**src/hw/vscfg_consts.svh**
```systemverilog
// Function
// (RULE1) aux select codes route sources A, B, C
// (RULE2) input termination enable gates all terminations
// (RULE3) pulse bit zero keeps termination connected
// (RULE4) pulse bit one disconnects 100 ms
// (RULE5) pulse bits map B0-3, A0-3, C3-0
// (RULE6) equalization bit selects 6 or 12 dB
// (RULE7) equalization bits share the pulse mapping
// (RULE8) two-bit pre-emphasis level for all outputs
// (RULE9) output termination bit connects output terminations
// (RULE10) output current bit selects 10 or 20 mA
// (RULE11) parallel mode takes values from strap pins
// (RULE12) straps count until first serial access
// (RULE13) board ties straps high or low
// (RULE14) parallel aux enable one, aux follows straps
// (RULE15) parallel forces termination on, pulses off
// (RULE16) one equalization strap drives all twelve bits
// (RULE17) parallel transmitter bits from pre-emphasis, current straps
// (RULE18) highspeed enable bit selects standby or on
// (RULE19) highspeed select codes route sources A, B, C
// (RULE20) aux enable bit opens or closes switch
// (RULE21) illegal code eleven keeps previous routing
// (RULE22) first access latches strap values into registers
`ifndef VSCFG_CONSTS_SVH
`define VSCFG_CONSTS_SVH
// register byte offsets on the serial register port
`define VSCFG_OFF_HS_MODES   8'h00
`define VSCFG_OFF_AUX_MODES  8'h01
`define VSCFG_OFF_RX_SET     8'h10
`define VSCFG_OFF_PULSE_AB   8'h11
`define VSCFG_OFF_PULSE_C    8'h12
`define VSCFG_OFF_EQ_AB      8'h13
`define VSCFG_OFF_EQ_C       8'h14
`define VSCFG_OFF_TX_SET     8'h20
// reset values
`define VSCFG_RST_HS_MODES   8'h40
`define VSCFG_RST_AUX_MODES  8'h40
`define VSCFG_RST_RX_SET     8'h01
`define VSCFG_RST_PULSE_AB   8'h00
`define VSCFG_RST_PULSE_C    8'h00
`define VSCFG_RST_EQ_AB      8'h00
`define VSCFG_RST_EQ_C       8'h00
`define VSCFG_RST_TX_SET     8'h03
// writable bit masks, reserved bits read zero
`define VSCFG_MSK_MODES      8'h43
`define VSCFG_MSK_RX_SET     8'h01
`define VSCFG_MSK_LOW_NIB    8'h0F
`define VSCFG_MSK_FULL       8'hFF
// field positions
`define VSCFG_BIT_ENABLE     6
`define VSCFG_BIT_RX_TERM    0
`define VSCFG_BIT_OUTPUT_CURRENT_LEVEL     0
`define VSCFG_BIT_OUTPUT_TERM_ENABLE     1
`define VSCFG_BIT_PREEMPHASIS_LEVEL_LO   2
// route code that must never be applied
`define VSCFG_ROUTE_ILLEGAL  2'h3
// termination pulse timing
`define VSCFG_PULSE_MS       100
`define VSCFG_CLK_HZ         40000000
`define VSCFG_PULSE_CYC      ((`VSCFG_PULSE_MS * `VSCFG_CLK_HZ) / 1000)
`endif

```
**src/hw/vscfg_pkg.sv**
```systemverilog
package vscfg_pkg;
    // strap pin group, raw at the pins and after synchronisation
    typedef struct packed {
        logic       hs_enable;  // strap_highspeed_enable
        logic [1:0] source_sel; // strap_source_sel
        logic       equal;      // strap_equalization
        logic [1:0] preemph;    // strap_preemphasis_bits
        logic       current;    // strap_output_current
    } vscfg_strap_s;
    // applied switch configuration
    typedef struct packed {
        logic        highspeed_enable;
        logic [1:0]  highspeed_source_sel;
        logic        aux_enable;
        logic [1:0]  aux_source_sel;
        logic [11:0] input_term_connect;
        logic [11:0] equalization_bits;
        logic [1:0]  preemphasis_level;
        logic        output_term_enable;
        logic        output_current_level;
    } vscfg_cfg_s;
    typedef logic [7:0] vscfg_byte_t;
endpackage

```
**src/hw/vscfg_regs.sv**
```systemverilog
`timescale 1ns/1ps
`include "vscfg_consts.svh"
module vscfg_regs
    import vscfg_pkg::*;
#(
    parameter int PULSE_CYC = `VSCFG_PULSE_CYC // termination pulse length in clocks
)(
    input  wire logic         ref_clk,     // 40 MHz clock
    input  wire logic         reset,       // synchronous, active high
    input  wire vscfg_strap_s strap_pins,  // raw strap pins, asynchronous
    input  wire logic         reg_wr,      // write strobe from serial interface
    input  wire logic         reg_rd,      // read strobe from serial interface
    input  wire logic [7:0]   reg_addr,    // register byte offset
    input  wire logic [7:0]   reg_wdata,   // write data
    output logic [7:0]        reg_rdata,   // read data
    output logic              reg_rvalid,  // read data valid pulse
    output logic              parallel_mode, // straps in control
    output vscfg_cfg_s        cfg_out      // configuration to analog cores
);
    localparam int CW = $clog2(PULSE_CYC + 1); // pulse counter width

    vscfg_strap_s   strap_meta_ff;    // first synchroniser stage
    vscfg_strap_s   strap_sync_ff;    // second synchroniser stage
    logic           parallel_ff;      // strap mode active
    vscfg_byte_t    regs_ff [8];      // register contents
    vscfg_byte_t    strap_val [8];    // strap-derived contents
    vscfg_byte_t    nxt_regs [8];     // next register contents
    logic [7:0]     off_tab [8];      // offsets per index
    logic [7:0]     msk_tab [8];      // writable masks per index
    logic [7:0]     rst_tab [8];      // reset values per index
    logic [7:0]     rdata_ff;         // read data register
    logic           rvalid_ff;        // read valid register
    logic [1:0]     hs_route_ff;      // applied highspeed route
    logic [1:0]     aux_route_ff;     // applied aux route
    logic [CW-1:0]  pulse_cnt_ff;     // remaining pulse clocks
    vscfg_cfg_s     cfg_ff;           // output configuration
    logic           access;           // any serial access this cycle
    logic [11:0]    pulse_bits;       // term_pulse_bits
    logic [11:0]    eq_bits;          // equalization_bits

    assign access = reg_wr | reg_rd;
    assign off_tab = '{`VSCFG_OFF_HS_MODES, `VSCFG_OFF_AUX_MODES, `VSCFG_OFF_RX_SET,
                       `VSCFG_OFF_PULSE_AB, `VSCFG_OFF_PULSE_C, `VSCFG_OFF_EQ_AB,
                       `VSCFG_OFF_EQ_C, `VSCFG_OFF_TX_SET};
    assign msk_tab = '{`VSCFG_MSK_MODES, `VSCFG_MSK_MODES, `VSCFG_MSK_RX_SET,
                       `VSCFG_MSK_FULL, `VSCFG_MSK_LOW_NIB, `VSCFG_MSK_FULL,
                       `VSCFG_MSK_LOW_NIB, `VSCFG_MSK_LOW_NIB};
    assign rst_tab = '{`VSCFG_RST_HS_MODES, `VSCFG_RST_AUX_MODES, `VSCFG_RST_RX_SET,
                       `VSCFG_RST_PULSE_AB, `VSCFG_RST_PULSE_C, `VSCFG_RST_EQ_AB,
                       `VSCFG_RST_EQ_C, `VSCFG_RST_TX_SET};

    // straps are board levels, two flops before any use
    always_ff @(posedge ref_clk)
    begin
        strap_meta_ff <= strap_pins;
        strap_sync_ff <= strap_meta_ff;
    end

    // strap image of each register
    always_comb
    begin
        strap_val[0] = {1'b0, strap_sync_ff.hs_enable, 4'h0,
                        strap_sync_ff.source_sel};                      // see (RULE11)
        strap_val[1] = {2'h1, 4'h0, strap_sync_ff.source_sel};          // see (RULE14)
        strap_val[2] = `VSCFG_RST_RX_SET;                               // see (RULE15)
        strap_val[3] = 8'h00;                                           // see (RULE15)
        strap_val[4] = 8'h00;
        strap_val[5] = {8{strap_sync_ff.equal}};                        // see (RULE16)
        strap_val[6] = {4'h0, {4{strap_sync_ff.equal}}};
        strap_val[7] = {4'h0, strap_sync_ff.preemph, 1'b1,
                        strap_sync_ff.current};                         // see (RULE17)
    end

    // straps hold until the first serial access, then stay out until reset
    always_ff @(posedge ref_clk)
    begin
        if (reset)
            parallel_ff <= 1'b1;
        else if (access)
            parallel_ff <= 1'b0; // see (RULE12)
    end

    // in strap mode the registers track the straps, so the first
    // access finds them already latched and a write lands on top
    always_comb
    begin
        for (int i = 0; i < 8; i++)
        begin
            nxt_regs[i] = parallel_ff ? strap_val[i] : regs_ff[i]; // see (RULE22)
            if (reg_wr && (reg_addr == off_tab[i]))
                nxt_regs[i] = reg_wdata & msk_tab[i];
        end
    end

    // register storage
    always_ff @(posedge ref_clk)
    begin
        for (int i = 0; i < 8; i++)
        begin
            if (reset)
                regs_ff[i] <= rst_tab[i];
            else
                regs_ff[i] <= nxt_regs[i];
        end
    end

    // readback one cycle after the strobe; unmapped offsets read zero
    always_ff @(posedge ref_clk)
    begin
        if (reset)
        begin
            rdata_ff  <= 8'h00;
            rvalid_ff <= 1'b0;
        end
        else
        begin
            rvalid_ff <= reg_rd;
            if (reg_rd)
            begin
                rdata_ff <= 8'h00;
                for (int i = 0; i < 8; i++)
                    if (reg_addr == off_tab[i])
                        rdata_ff <= parallel_ff ? strap_val[i] : regs_ff[i];
            end
        end
    end

    // applied routes ignore the illegal code and keep the last good one
    always_ff @(posedge ref_clk)
    begin
        if (reset)
        begin
            hs_route_ff  <= 2'h0;
            aux_route_ff <= 2'h0;
        end
        else
        begin
            if (regs_ff[0][1:0] != `VSCFG_ROUTE_ILLEGAL)
                hs_route_ff <= regs_ff[0][1:0];                 // see (RULE19) (RULE21)
            if (regs_ff[1][1:0] != `VSCFG_ROUTE_ILLEGAL)
                aux_route_ff <= regs_ff[1][1:0];                // see (RULE1) (RULE21)
        end
    end

    // pulse window restarts on every highspeed source switch; one shared timer
    // since all flagged channels switch on the same event
    always_ff @(posedge ref_clk)
    begin
        if (reset)
            pulse_cnt_ff <= '0;
        else if ((regs_ff[0][1:0] != `VSCFG_ROUTE_ILLEGAL) &&
                 (regs_ff[0][1:0] != hs_route_ff))
            pulse_cnt_ff <= CW'(PULSE_CYC);                     // see (RULE4)
        else if (pulse_cnt_ff != '0)
            pulse_cnt_ff <= pulse_cnt_ff - 1'b1;
    end

    // bit index follows the channel table: B0-3, A0-3, C3-0
    assign pulse_bits = {regs_ff[4][3:0], regs_ff[3]};          // see (RULE5)
    assign eq_bits    = {regs_ff[6][3:0], regs_ff[5]};          // see (RULE7)

    // output configuration register
    always_ff @(posedge ref_clk)
    begin
        if (reset)
            cfg_ff <= '0;
        else
        begin
            cfg_ff.highspeed_enable     <= regs_ff[0][`VSCFG_BIT_ENABLE]; // see (RULE18)
            cfg_ff.highspeed_source_sel <= hs_route_ff;
            cfg_ff.aux_enable           <= regs_ff[1][`VSCFG_BIT_ENABLE]; // see (RULE20)
            cfg_ff.aux_source_sel       <= aux_route_ff;
            for (int i = 0; i < 12; i++)
                cfg_ff.input_term_connect[i] <= regs_ff[2][`VSCFG_BIT_RX_TERM] &
                    ~(pulse_bits[i] & (pulse_cnt_ff != '0));    // see (RULE2) (RULE3) (RULE4)
            cfg_ff.equalization_bits    <= eq_bits;             // see (RULE6)
            cfg_ff.preemphasis_level    <= regs_ff[7][`VSCFG_BIT_PREEMPHASIS_LEVEL_LO +: 2]; // see (RULE8)
            cfg_ff.output_term_enable   <= regs_ff[7][`VSCFG_BIT_OUTPUT_TERM_ENABLE];  // see (RULE9)
            cfg_ff.output_current_level <= regs_ff[7][`VSCFG_BIT_OUTPUT_CURRENT_LEVEL];  // see (RULE10)
        end
    end

    assign reg_rdata     = rdata_ff;
    assign reg_rvalid    = rvalid_ff;
    assign parallel_mode = parallel_ff;
    assign cfg_out       = cfg_ff;
endmodule

```
**config.mk**
```make
export PLATFORM = sky130hd
export DESIGN_NAME = vscfg_regs
export DESIGN_NICKNAME = d
export VERILOG_FILES = /design/src/hw/vscfg_pkg.sv /design/src/hw/vscfg_regs.sv
export VERILOG_INCLUDE_DIRS = /design/src /design/src/hw
export SDC_FILE = /design/constraint.sdc
export NUM_CORES = 1
export LEC_CHECK = 0
export BUFFER_PORTS_ARGS = -buffer_cell sky130_fd_sc_hd__buf_2
export CORE_UTILIZATION = 52
export CTS_CLUSTER_SIZE = 12
export DETAILED_ROUTE_END_ITERATION = 16
export HOLD_SLACK_MARGIN = 0.06
export PLACE_DENSITY = 0.79
export SYNTH_ARGS = -nofsm -noshare
export SYNTH_HDL_FRONTEND = slang
export SYNTH_SLANG_ARGS = --single-unit
```
**constraint.sdc**
```tcl
create_clock -name ref_clk -period 1.94 [get_ports ref_clk]
set_input_delay 0.097 -clock ref_clk [delete_from_list [all_inputs] [get_ports ref_clk]]
set_output_delay 0.097 -clock ref_clk [all_outputs]
set_load 0.005 [all_outputs]
```
Word-level counts from Yosys, hierarchy flattened
Memories as Yosys holds them, arrays and structs flattened.
Index checks and enable logic that the tools add are counted.
{"block": "word_totals", "input_bits": 27, "elab_cells": 133, "memories": 1, "ff_bits": 94, "output_inout_bits": 44, "mem_bits_rw": 64}
{"block": "classes", "eq_ne": 10, "n_addsub": 1, "n_mux": 37, "n_reduce_logical": 13, "n_bitwise": 45}
{"memory": "regs_ff", "words": 8, "word_bits": 8, "rd": 8, "rd_ports_with_merged_regs": 0, "wr": 8, "line_no": "vscfg_regs.sv:25", "source": "vscfg_byte_t regs_ff [8];"}
{"op": "8-bit two-way mux", "count": 32}
{"op": "32-bit two-way mux", "count": 2}
{"op": "8-bit by 5-bit == test with 1-bit output (second input constant)", "count": 5}
{"op": "32-bit nonzero test", "count": 1}
{"op": "32-bit by 1-bit subtractor with 32-bit output (second input constant)", "count": 1}
{"op": "1-bit bitwise AND", "count": 24}
{"op": "1-bit inverter", "count": 12}
{"op": "1-bit logical AND", "count": 9}
{"op": "1-bit bitwise OR", "count": 9}
{"op": "8-bit by 1-bit == test with 1-bit output (second input constant)", "count": 1}
{"op": "8-bit by 6-bit == test with 1-bit output (second input constant)", "count": 1}
{"op": "8-bit logical NOT", "count": 1}
{"op": "2-bit inequality test (second input constant)", "count": 2}
{"op": "1-bit two-way mux", "count": 3}
{"op": "2-bit inequality test", "count": 1}
{"op": "2-bit nonzero test", "count": 1}
{"op": "2-bit OR reduction", "count": 1}

Longest topological paths before layout
Gate-level depths: netlist (run 1).
An unclocked memory read counts as a cell.
{"block": "depth", "word_depth": 10, "ltp_mapped": 8, "mapped_depth_nobuf": 7}

Worst setup path after synthesis (run 1)
Ideal clock, no wire load.
{"block": "synth_path", "path_type": "register to register", "start": "reg pulse_cnt_ff[6]", "end": "reg pulse_cnt_ff[24]", "t_arrival_ns": 1.918, "slack_ns": -0.052, "required_time_ns": 1.866, "path_buffers": 0, "path_stages_with_launch": 6, "setup_ns": 0.074, "synth_period_minus_slack_ns": 1.992, "path_cell_list": "dfxtp_1 or4_1 nor4_4 nand3_2 or3_1 a31oi_1"}
{"block": "synth_via", "elab_chain_len": 3, "elab_cells_between_ends": 5, "classes_between": "add/sub (1); mux (2); reduce/logical (2)"}
{"element": "start: declaration", "line_no": "vscfg_regs.sv:35", "source": "logic [CW-1:0] pulse_cnt_ff;"}
{"element": "start signal: assignment", "line_no": "vscfg_regs.sv:153", "source": "pulse_cnt_ff <= CW'(PULSE_CYC);"}
{"element": "start signal: assignment", "line_no": "vscfg_regs.sv:155", "source": "pulse_cnt_ff <= pulse_cnt_ff - 1'b1;"}
{"element": "32-bit by 1-bit subtractor with 32-bit output", "line_no": "vscfg_regs.sv:155"}
{"element": "32-bit two-way mux", "line_no": "vscfg_regs.sv:154", "source": "else if (pulse_cnt_ff != '0)"}
{"element": "32-bit two-way mux", "line_no": "vscfg_regs.sv:151", "source": "else if ((regs_ff[0][1:0] != `VSCFG_ROUTE_ILLEGAL) &&"}
Parallel ways exist; a longest one is shown, timed or not. The select of a mux whose other input is x is not followed.
A chain may end at the register's enable or synchronous reset.

Worst setup path after layout (run 1)
{"block": "layout_path", "start": "reg pulse_cnt_ff[8]", "end": "reg pulse_cnt_ff[10]"}
Same word-level chain as after synthesis.

==> results of run 1 <==
==> power by group <==
part	switching (mW)	internal [mW]	total, mW
logic	0.891	0.785	1.68
clock network	1.35	2.45	3.80
registers	0.136	3.44	3.57
==> path summary, 6_finish.rpt <==
kind | slack [ns] | depth (start not counted) | from | endpoint
worst max-delay path | -0.26 | 7 | pulse_cnt_ff[8] | pulse_cnt_ff[10]
worst min-delay path | 0.08 | 2 | reg_rd | parallel_mode
worst max register to register | -0.26 | 7 | pulse_cnt_ff[8] | pulse_cnt_ff[10]
worst min register to register | 0.33 | 0 | strap_meta_ff[5] | strap_sync_ff[5]
==> layout make-up <==
class | count | area [um^2] | share of cell area (%)
Clock buffer | 19 | 443 | 4.98
Inverter | 9 | 37.5 | 0.422
Clock inverter | 13 | 235 | 2.64
Sequential cell | 158 | 3170 | 35.7
Tap cell | 168 | 210 | 2.36
Multi-Input combinational cell | 482 | 3390 | 38.1
Timing Repair Buffer | 192 | 1410 | 15.8
==> cell usage after synthesis (2+ instances only) <==
master,n,area (um^2)
a2111oi_0,3,26.3
a2111oi_2,2,30.0
a211oi_1,12,90.1
a21boi_0,2,15.0
a21oi_1,46,230
a22oi_1,4,30.0
a311oi_1,14,123
a31oi_1,26,163
a32oi_1,7,61.3
and2_1,4,25.0
and3_1,41,257
buf_1,4,15.0
buf_2,14,70.1
clkbuf_1,35,131
dfxtp_1,158,3160
inv_1,9,33.8
mux2_2,3,33.8
mux2i_1,19,190
nand2_1,46,173
nand2b_1,6,37.5
nand3_1,21,105
nand3_2,2,20.0
nand4_1,2,12.5
nor2_1,51,191
nor2b_1,25,156
nor3_1,12,60.1
nor4_1,9,56.3
nor4b_1,3,26.3
o211a_1,4,40.0
o211ai_1,3,22.5
o21ai_0,25,125
o21bai_1,3,22.5
o22ai_1,3,18.8
o31ai_1,14,105
o41ai_1,2,17.5
or3_1,16,100
or4_1,12,90.1
or4_4,3,33.8
xnor2_1,13,114
==> critical path: stages (launching register included) <==
cell and delay [ns]:
dfxtp_1 0.36, or4_4 0.55, nor4_4 0.33, buf_6 0.18, buf_6 0.11, a31oi_2 0.13, xnor2_1 0.17, a21oi_1 0.25
==> logic make-up (layout without fill, tap and decap cells) <==
logic type	count (synthesis)	in the layout	synth area share, %
and+or+nand+nor	267	267	23.3
AOI/OAI and AO/OA	179	179	18.5
DFF	158	158	48.8
buffers and inverters	63	233	3.97
muxes	22	22	3.45
xor gates and xnor gates	13	13	1.76
adders and majority gates	1	1	0.193
==> per-stage QoR <==
| step | worst slack [ns] | power (mW) | cell area, um^2 |
|---|---|---|---|
| 5_1_grt | -0.279 | 9.33 | 8900 |
| 6_report | -0.257 | 9.05 | 8900 |
| 2_1_floorplan | -0.00949 | 4.33 | 6520 |
| 3_3_place_gp | -0.0336 | 4.81 | 7510 |
| 4_1_cts | -0.0664 | 8.72 | 8480 |
| 3_5_place_dp | -0.0700 | 4.86 | 7510 |
==> routing by layer <==
layer	track usage (%)	vias to the layer above
met2	47.5	319
met4	17.4	0
li1	-	2916
met5	0	-
met3	7.60	84
met1	35.2	2995
==> registers in the layout (all words and copies together), names as in the netlist <==
name and count:
strap_sync_ff 7, cfg_out 34, hs_route_ff 2, parallel_mode 1
pulse_cnt_ff 32, regs_ff 64, strap_meta_ff 7, reg_rvalid 1
aux_route_ff 2, reg_rdata 8
==> timing repair <==
item / 4_1_cts / 5_1_grt
pin swaps: 4 / 24
endpoints found under the hold margin: 28 / 0
cloned: 0 / 2
gates resized for setup: 23 / 56
hold buffers: 16 / 0
buffers inserted: 3 / 15
endpoints found under the setup margin: 26 / 33
==> summary.txt, run 1 <==
RSZ-0062 raised after global routing -> yes
Critical Path Source Type -> flop
Seq/Total Area, Yosys -> 48.8%
Grt ovf -> 0
Top routing layer used -> met4
#FFs+latches synth -> 158
Final std cells w/o fill -> 1,041
Leading cell types in the layout, fill and taps excluded -> dfxtp_1, buf_4, buf_2
PwrDens -> 1020 mW/mm^2
Net Count, Synth -> 731
First-pass GRT wire length -> 28.9 mm
Number of instances in the placed design -> 974
Tcrit/Tclk final -> 113%
Yosys warning count -> 0
Dpl hpwl -> 12.8 mm
Share of cells above drive strength 1 -> 32.3%
Setup violations, final -> 41
Pins Over Slew Limit -> 0
Routed WL -> 20.3 mm
Layout Skew -> 0.00737 ns
Post-layout util -> 73.8%
Io pins -> 71
Worst Max-Slew Pin Slew -> 0.642 ns
Root buffer cell -> clkbuf_16
Post-route ant nets -> 0
ANT cells -> 0
Largest net degree at the start of global routing -> 37
Commonest non-fill, non-tap cell in the layout -> dfxtp_1
Failing checks -> setup timing
Wl on met1 -> 8.12 mm
Die Wd -> 114 um
DRT Pass-1 Iters -> 5
Worst endpoint required time -> 2.27 ns
Buffers on Ports -> 70
Final Hold Vio Count -> 0
Synth Flop Type -> dfxtp_1
Clock sink count -> 158
CP Capture Type -> flop
Initial antenna violation count -> 0
Max Freq -> 0.455 GHz
Area grow syn2layout -> 37.1%
Max FO, Critical Path -> 5
H-tree levels -> 4
Die height -> 114 um
Final setup margin -> -0.257 ns
TritonCTS clock tree -> yes
Layout Nets -> 888
Maximum vdd ir drop -> 664 uV
Vias -> 6,314
Vias in the first global route -> 5,841
Period minus WS final -> 2.20 ns
Clock-pin slew on the worst setup and hold paths -> 0.06 ns
Leak -> 3.68 nW
Hold_ws -> 0.0807 ns
Wire per inst -> 19.5 um
Critical Path AT -> 2.52 ns
Mapped Area -> 0.00649 mm^2
Max_cap viols -> 0
Setup TNS -> -3.63 ns
Die area -> 0.0129 mm^2
Worst skew pair latency -> 0.43 ns
Global Route Usage Sum -> 29.3%
Final GP Congestion -> 0.932
Metal2 WL -> 9.79 mm
Iteration-0 DRC Markers -> 717
Site Rows -> 40
Met3 Wirelength -> 1.40 mm
Status -> finished, violations left
Post-synth EDFFs -> 0
Synth Instances -> 703
Vias per cell -> 6.07
Fill count -> 857
Clock Path Buffers -> 2
Num CTS Buffers -> 17
HP Class -> input port to flop
Mean Syn Cell Area -> 9.23 um^2
# DRC -> 0
Core area -> 0.0121 mm^2
Netlist cell types -> 64
Slew margin rel. -> 57.1%
Starting density of the core -> 53.8%
Critical path class -> flop to flop
Post-synth ARST share -> 0%
(Power assumes the default switching activity.)
==> inputs of run 2 (changes only) <==
PLACE_DENSITY = 0.75   (was 0.79)
SLEW_MARGIN = 30   (was unset)
==> run 2 against run 1 <==
Against the previous run:
- the flow still finishes with violations (setup timing)
- clock power shrank 12%
- non-clock buffer count down 1
- sequential cell count unchanged
- worst setup slack improved by 0.12 ns
- hold slack better by 0.010 ns
- die area is the same
- sequential share of layout area rose by 0.46 points
- design area down 1.4%
- final cell count barely moved
- core utilization fell by 1.1 points
- highest routed layer unchanged
==> summary.txt, run 2 (synthesized netlist as in run 1, its figures left out) <==
Sw frac -> 27.2%
Io pins -> 71
Routed WL -> 20.1 mm
PwrDens -> 983 mW/mm^2
Vias per cell -> 5.99
Iteration-0 DRC Markers -> 562
Layout Skew -> 0.0104 ns
Starting density of the core -> 53.8%
Final Hold Vio Count -> 0
Sequential power share -> 41.4%
Grt ovf -> 0
Hold path startpoint -> reg_rd
CP Capture Type -> flop
Reg-to-Reg Start -> pulse_cnt_ff[7]
Clock-pin slew on the worst setup and hold paths -> 0.06 ns
Share of cells above drive strength 1 -> 30.6%
Setup violations, final -> 42
Critical Path AT -> 2.37 ns
# DRC -> 0
Root buffer cell -> clkbuf_16
Max FO, Critical Path -> 9
Clock Path Buffers -> 2
Buffers on Ports -> 70
Final GP Congestion -> 0.886
RSZ-0062 raised after global routing -> yes
Die area -> 0.0129 mm^2
Final std cells w/o fill -> 1,040
FF-to-FF End -> pulse_cnt_ff[16]
Commonest non-fill, non-tap cell in the layout -> dfxtp_1
First-pass GRT wire length -> 29.8 mm
Failing checks -> setup timing
Maximum vdd ir drop -> 645 uV
Flip-flop count of the largest register after layout -> 64
Largest net degree at the start of global routing -> 36
Dpl hpwl -> 12.8 mm
Vias -> 6,225
Post-route ant nets -> 0
Fill count -> 862
Num CTS Buffers -> 17
Worst Hold End -> parallel_mode
Core area -> 0.0121 mm^2
Final setup margin -> -0.138 ns
Area of placed instances -> 0.00756 mm^2
Comb power frac -> 19.8%
Die height -> 114 um
FF-to-FF setup slack -> -0.14 ns
Wire per inst -> 19.3 um
Area grow syn2layout -> 35.2%
Cells on worst reg2reg path -> 8
Clk pwr share -> 38.8%
Max_cap viols -> 0
Vias in the first global route -> 5,925
Finished Cell Area -> 0.00877 mm^2
Period minus WS final -> 2.08 ns
Critical path class -> flop to flop
Leak -> 3.64 nW
Clock sink count -> 158
Site Rows -> 40
Die Wd -> 114 um
Register with the highest flop count -> regs_ff
Net Sw Power -> 2.35 mW
TritonCTS clock tree -> yes
Worst skew pair latency -> 0.43 ns
Pint -> 6.28 mW
Worst endpoint required time -> 2.24 ns
Layout Nets -> 887
ANT cells -> 0
Critical Path Source Type -> flop
Slew margin rel. -> 64.2%
Worst Max-Slew Pin Slew -> 0.534 ns
HP Class -> input port to flop
H-tree levels -> 4
Min-Delay Path Depth -> 2
Leading cell types in the layout, fill and taps excluded -> dfxtp_1, buf_4, buf_2
Status -> finished, violations left
Max Freq -> 0.481 GHz
DRT Pass-1 Iters -> 6
Global Route Usage Sum -> 29.7%
Initial antenna violation count -> 0
Tcrit/Tclk final -> 107%
Number of instances in the placed design -> 981
Pins Over Slew Limit -> 0
==> run 2: cell types whose count changed in the layout (fill, tap and decap cells not counted), sizes merged <==
cell      previous run  this run
bufinv               6         2
clkbuf              21        24
clkinv               4         1
clkinvlp             3         5
buf                174       175
==> run 2: per-stage QoR <==
step                setup TNS [ns]  utilization, %  hold WS, ns  setup WS (ns)  power (mW)
floorplan                  -0.0167               -        0.125       -0.00949        4.33
global placement            -0.514            62.7        0.199        -0.0525        4.85
detailed placement           -1.08            62.7        0.201         -0.101        4.89
CTS                         -0.282            69.6       0.0658        -0.0587        8.29
global route                 -5.98            72.7       0.0927         -0.194        8.92
finish                       -3.48            72.7       0.0909         -0.138        8.62
==> run 2: timing repair <==
item                       in CTS  in global routing
hold endpoints to repair       25                  0
setup endpoints to repair      32                 44
cloned                          0                  1
setup buffers                   3                  7
gates resized for setup        12                 55
hold buffers                   16                  0
pin swaps                       3                 18
==> run 2: worst max-delay path by stage <==
stage                           from                to  slack, ns  depth (start not counted)
floorplan            pulse_cnt_ff[7]  pulse_cnt_ff[24]     -0.009                          5
global placement    pulse_cnt_ff[27]       cfg_out[22]      -0.05                          6
detailed placement  pulse_cnt_ff[16]   pulse_cnt_ff[0]      -0.10                          7
CTS                 pulse_cnt_ff[27]   pulse_cnt_ff[4]      -0.06                          5
global route         pulse_cnt_ff[3]  pulse_cnt_ff[25]      -0.19                          5
finish               pulse_cnt_ff[7]  pulse_cnt_ff[16]      -0.14                          8
==> run 2: critical path, cell delays in order, from the launching register on <==
cell and delay, ns:
dfxtp_4 0.35, buf_12 0.12, nor4_4 0.31, buf_4 0.19
nand4_2 0.11, buf_6 0.20, a2111oi_4 0.38, xnor2_1 0.19
a21oi_1 0.09
==> run 2: final cells by class <==
type | count | area, um^2 | share of cell area (%)
clock inverter | 8 | 106 | 1.21
tap | 168 | 210 | 2.40
clock buffer | 24 | 492 | 5.61
timing repair buffer | 191 | 1360 | 15.5
sequential | 158 | 3170 | 36.1
inverter | 9 | 33.8 | 0.385
multi-input combinational | 482 | 3400 | 38.7
==> run 2: power by group through the flow <==
stage | Clock [mW] | Sequential, mW | Combinational (mW)
2_1_floorplan | 0 | 3.63 | 0.698
3_3_place_gp | 0 | 3.60 | 1.25
3_5_place_dp | 0 | 3.61 | 1.28
4_1_cts | 3.37 | 3.55 | 1.38
5_1_grt | 3.52 | 3.58 | 1.81
6_report | 3.35 | 3.57 | 1.71
==> run 2: routing by layer <==
metal	track usage, %	part of all wire (%)	vias up
met5	0	0	-
met4	13.1	4.0	0
met3	6.38	6.5	64
met2	48.0	48	263
met1	38.1	42	2990
li1	-	-	2908
==> inputs of run 3 (changes only) <==
TNS_END_PERCENT = 10   (was unset)
clock period = 1.7 ns   (was 1.94 ns; I/O delays follow)
==> run 3 against run 2 <==
Against the previous run:
- critical endpoint is now pulse_cnt_ff[24]
- the flow still finishes with violations (setup timing)
- global-route usage increased by 1.3 points
- design area shrank 0.16%
- sequential cell count did not move
- critical path depth shrank 1
- combinational power up 6%
- hold slack lost 0.0093 ns
- die area unchanged
- routed wire length decreased by 3.1%
==> summary.txt, run 3 (synthesized netlist as in run 1, its figures left out) <==
Die area -> 0.0129 mm^2
Post-route ant nets -> 0
Number of instances in the placed design -> 1,004
Sequential cell area -> 0.00317 mm^2
Commonest non-fill, non-tap cell in the layout -> dfxtp_1
Crit-path cells -> or4_4, buf_6, nor4_4, buf_6, nand3_2, or3_1, a31oi_1
Area grow syn2layout -> 34.9%
Max_cap viols -> 0
Num CTS Buffers -> 17
Tcrit/Tclk final -> 126%
Post-layout util -> 72.6%
Wire per inst -> 18.3 um
Worst Max-Slew Pin Slew -> 0.484 ns
Slowest cell on crit path -> or4_4
Root buffer cell -> clkbuf_16
Register with the highest flop count -> regs_ff
Setup TNS -> -11.41 ns
Max Freq -> 0.468 GHz
Leak -> 3.69 nW
H-tree levels -> 4
CP peak stage delay -> 0.55 ns
Final std cells w/o fill -> 1,062
Final GP Congestion -> 0.965
Global Route Usage Sum -> 30.9%
CP Capture Type -> flop
Failing checks -> setup timing
Slew margin rel. -> 67.6%
Iteration-0 DRC Markers -> 702
Largest net degree at the start of global routing -> 31
First-pass GRT wire length -> 31.1 mm
Multi-input logic area -> 0.00326 mm^2
Starting density of the core -> 53.8%
RSZ-0062 raised after global routing -> yes
Core area -> 0.0121 mm^2
Clock sink count -> 158
Worst endpoint required time -> 2.05 ns
Vias in the first global route -> 6,214
Maximum vdd ir drop -> 799 uV
Period minus WS final -> 2.14 ns
Critical path class -> flop to flop
Critical Path AT -> 2.49 ns
ANT cells -> 0
Share of cells above drive strength 1 -> 31.5%
Final setup margin -> -0.438 ns
Leading cell types in the layout, fill and taps excluded -> dfxtp_1, buf_4, buf_2
PwrDens -> 1070 mW/mm^2
Die Wd -> 114 um
Routed WL -> 19.5 mm
Pins Over Slew Limit -> 0
Fill count -> 873
Final Hold Vio Count -> 0
Vias per cell -> 5.91
Worst skew pair latency -> 0.43 ns
Critical Path Source Type -> flop
Crit path max-delay family -> simple AND/OR/NAND/NOR gates
Dpl hpwl -> 13.1 mm
Setup violations, final -> 45
CP dominant cell by count -> buf_6
Io pins -> 71
Initial antenna violation count -> 0
Vias -> 6,276
# DRC -> 0
Max FO, Critical Path -> 5
Status -> finished, violations left
Clock-pin slew on the worst setup and hold paths -> 0.06 ns
Layout Skew -> 0.00878 ns
Site Rows -> 40
HP Class -> input port to flop
Die height -> 114 um
Worst slack, placed -> -0.384 ns
Clock Path Buffers -> 2
DRT Pass-1 Iters -> 5
Grt ovf -> 0
Buffers on Ports -> 70
CP Buf/Inv Count -> 2
TritonCTS clock tree -> yes
Layout Nets -> 909
Flip-flop count of the largest register after layout -> 64
==> run 3: per-stage QoR <==
step / power, mW / hold WS [ns] / area (um^2)
detailed placement: 5.65 / 0.189 / 7730
finish: 9.41 / 0.0816 / 8750
global placement: 5.59 / 0.187 / 7730
floorplan: 4.94 / 0.113 / 6520
global route: 9.77 / 0.0875 / 8750
CTS: 9.31 / 0.0692 / 8660
==> run 3: final timing paths <==
| kind | start | endpoint | slack [ns] | cells after the start |
|---|---|---|---|---|
| max reg2reg | pulse_cnt_ff[13] | pulse_cnt_ff[24] | -0.44 | 7 |
| min reg2reg | strap_meta_ff[6] | strap_sync_ff[6] | 0.33 | 0 |
| max | pulse_cnt_ff[13] | pulse_cnt_ff[24] | -0.44 | 7 |
| min | reg_rd | reg_rdata[3] | 0.08 | 3 |
==> run 3: what timing repair did <==
item                                   4_1_cts  5_1_grt
endpoints found under the hold margin       32        0
setup endpoints to repair                   46       48
resized for setup                           34       20
pin swaps                                   14        5
hold buffers                                17        0
setup buffers                                9        0
==> run 3: tightest hold or removal path: stages <==
cell and delay [ns]:
buf_2 0.19, nor2_1 0.13, a211oi_1 0.05
==> run 3: power breakdown <==
group | internal, mW | leakage, nW | switching (mW)
combinational | 0.881 | 2.12 | 0.932
sequential | 3.92 | 1.30 | 0.151
clock | 1.99 | 0.266 | 1.53
==> run 3: area by class of cell <==
type | instances | area share [%]
multi-input cells | 482 | 37.2
flip-flops and latches | 158 | 36.3
repair buffers | 213 | 17.4
clock buffers | 21 | 5.37
well taps | 168 | 2.40
clock inverters | 11 | 0.972
inverters | 9 | 0.386
==> run 3: per-layer routing <==
layer	track usage (%)	part of all wire, %	up-vias
met1	38.4	41	3009
met4	15.0	3.1	0
met2	51.2	49	270
met3	6.38	7.4	53
met5	0	0	-
li1	-	-	2944
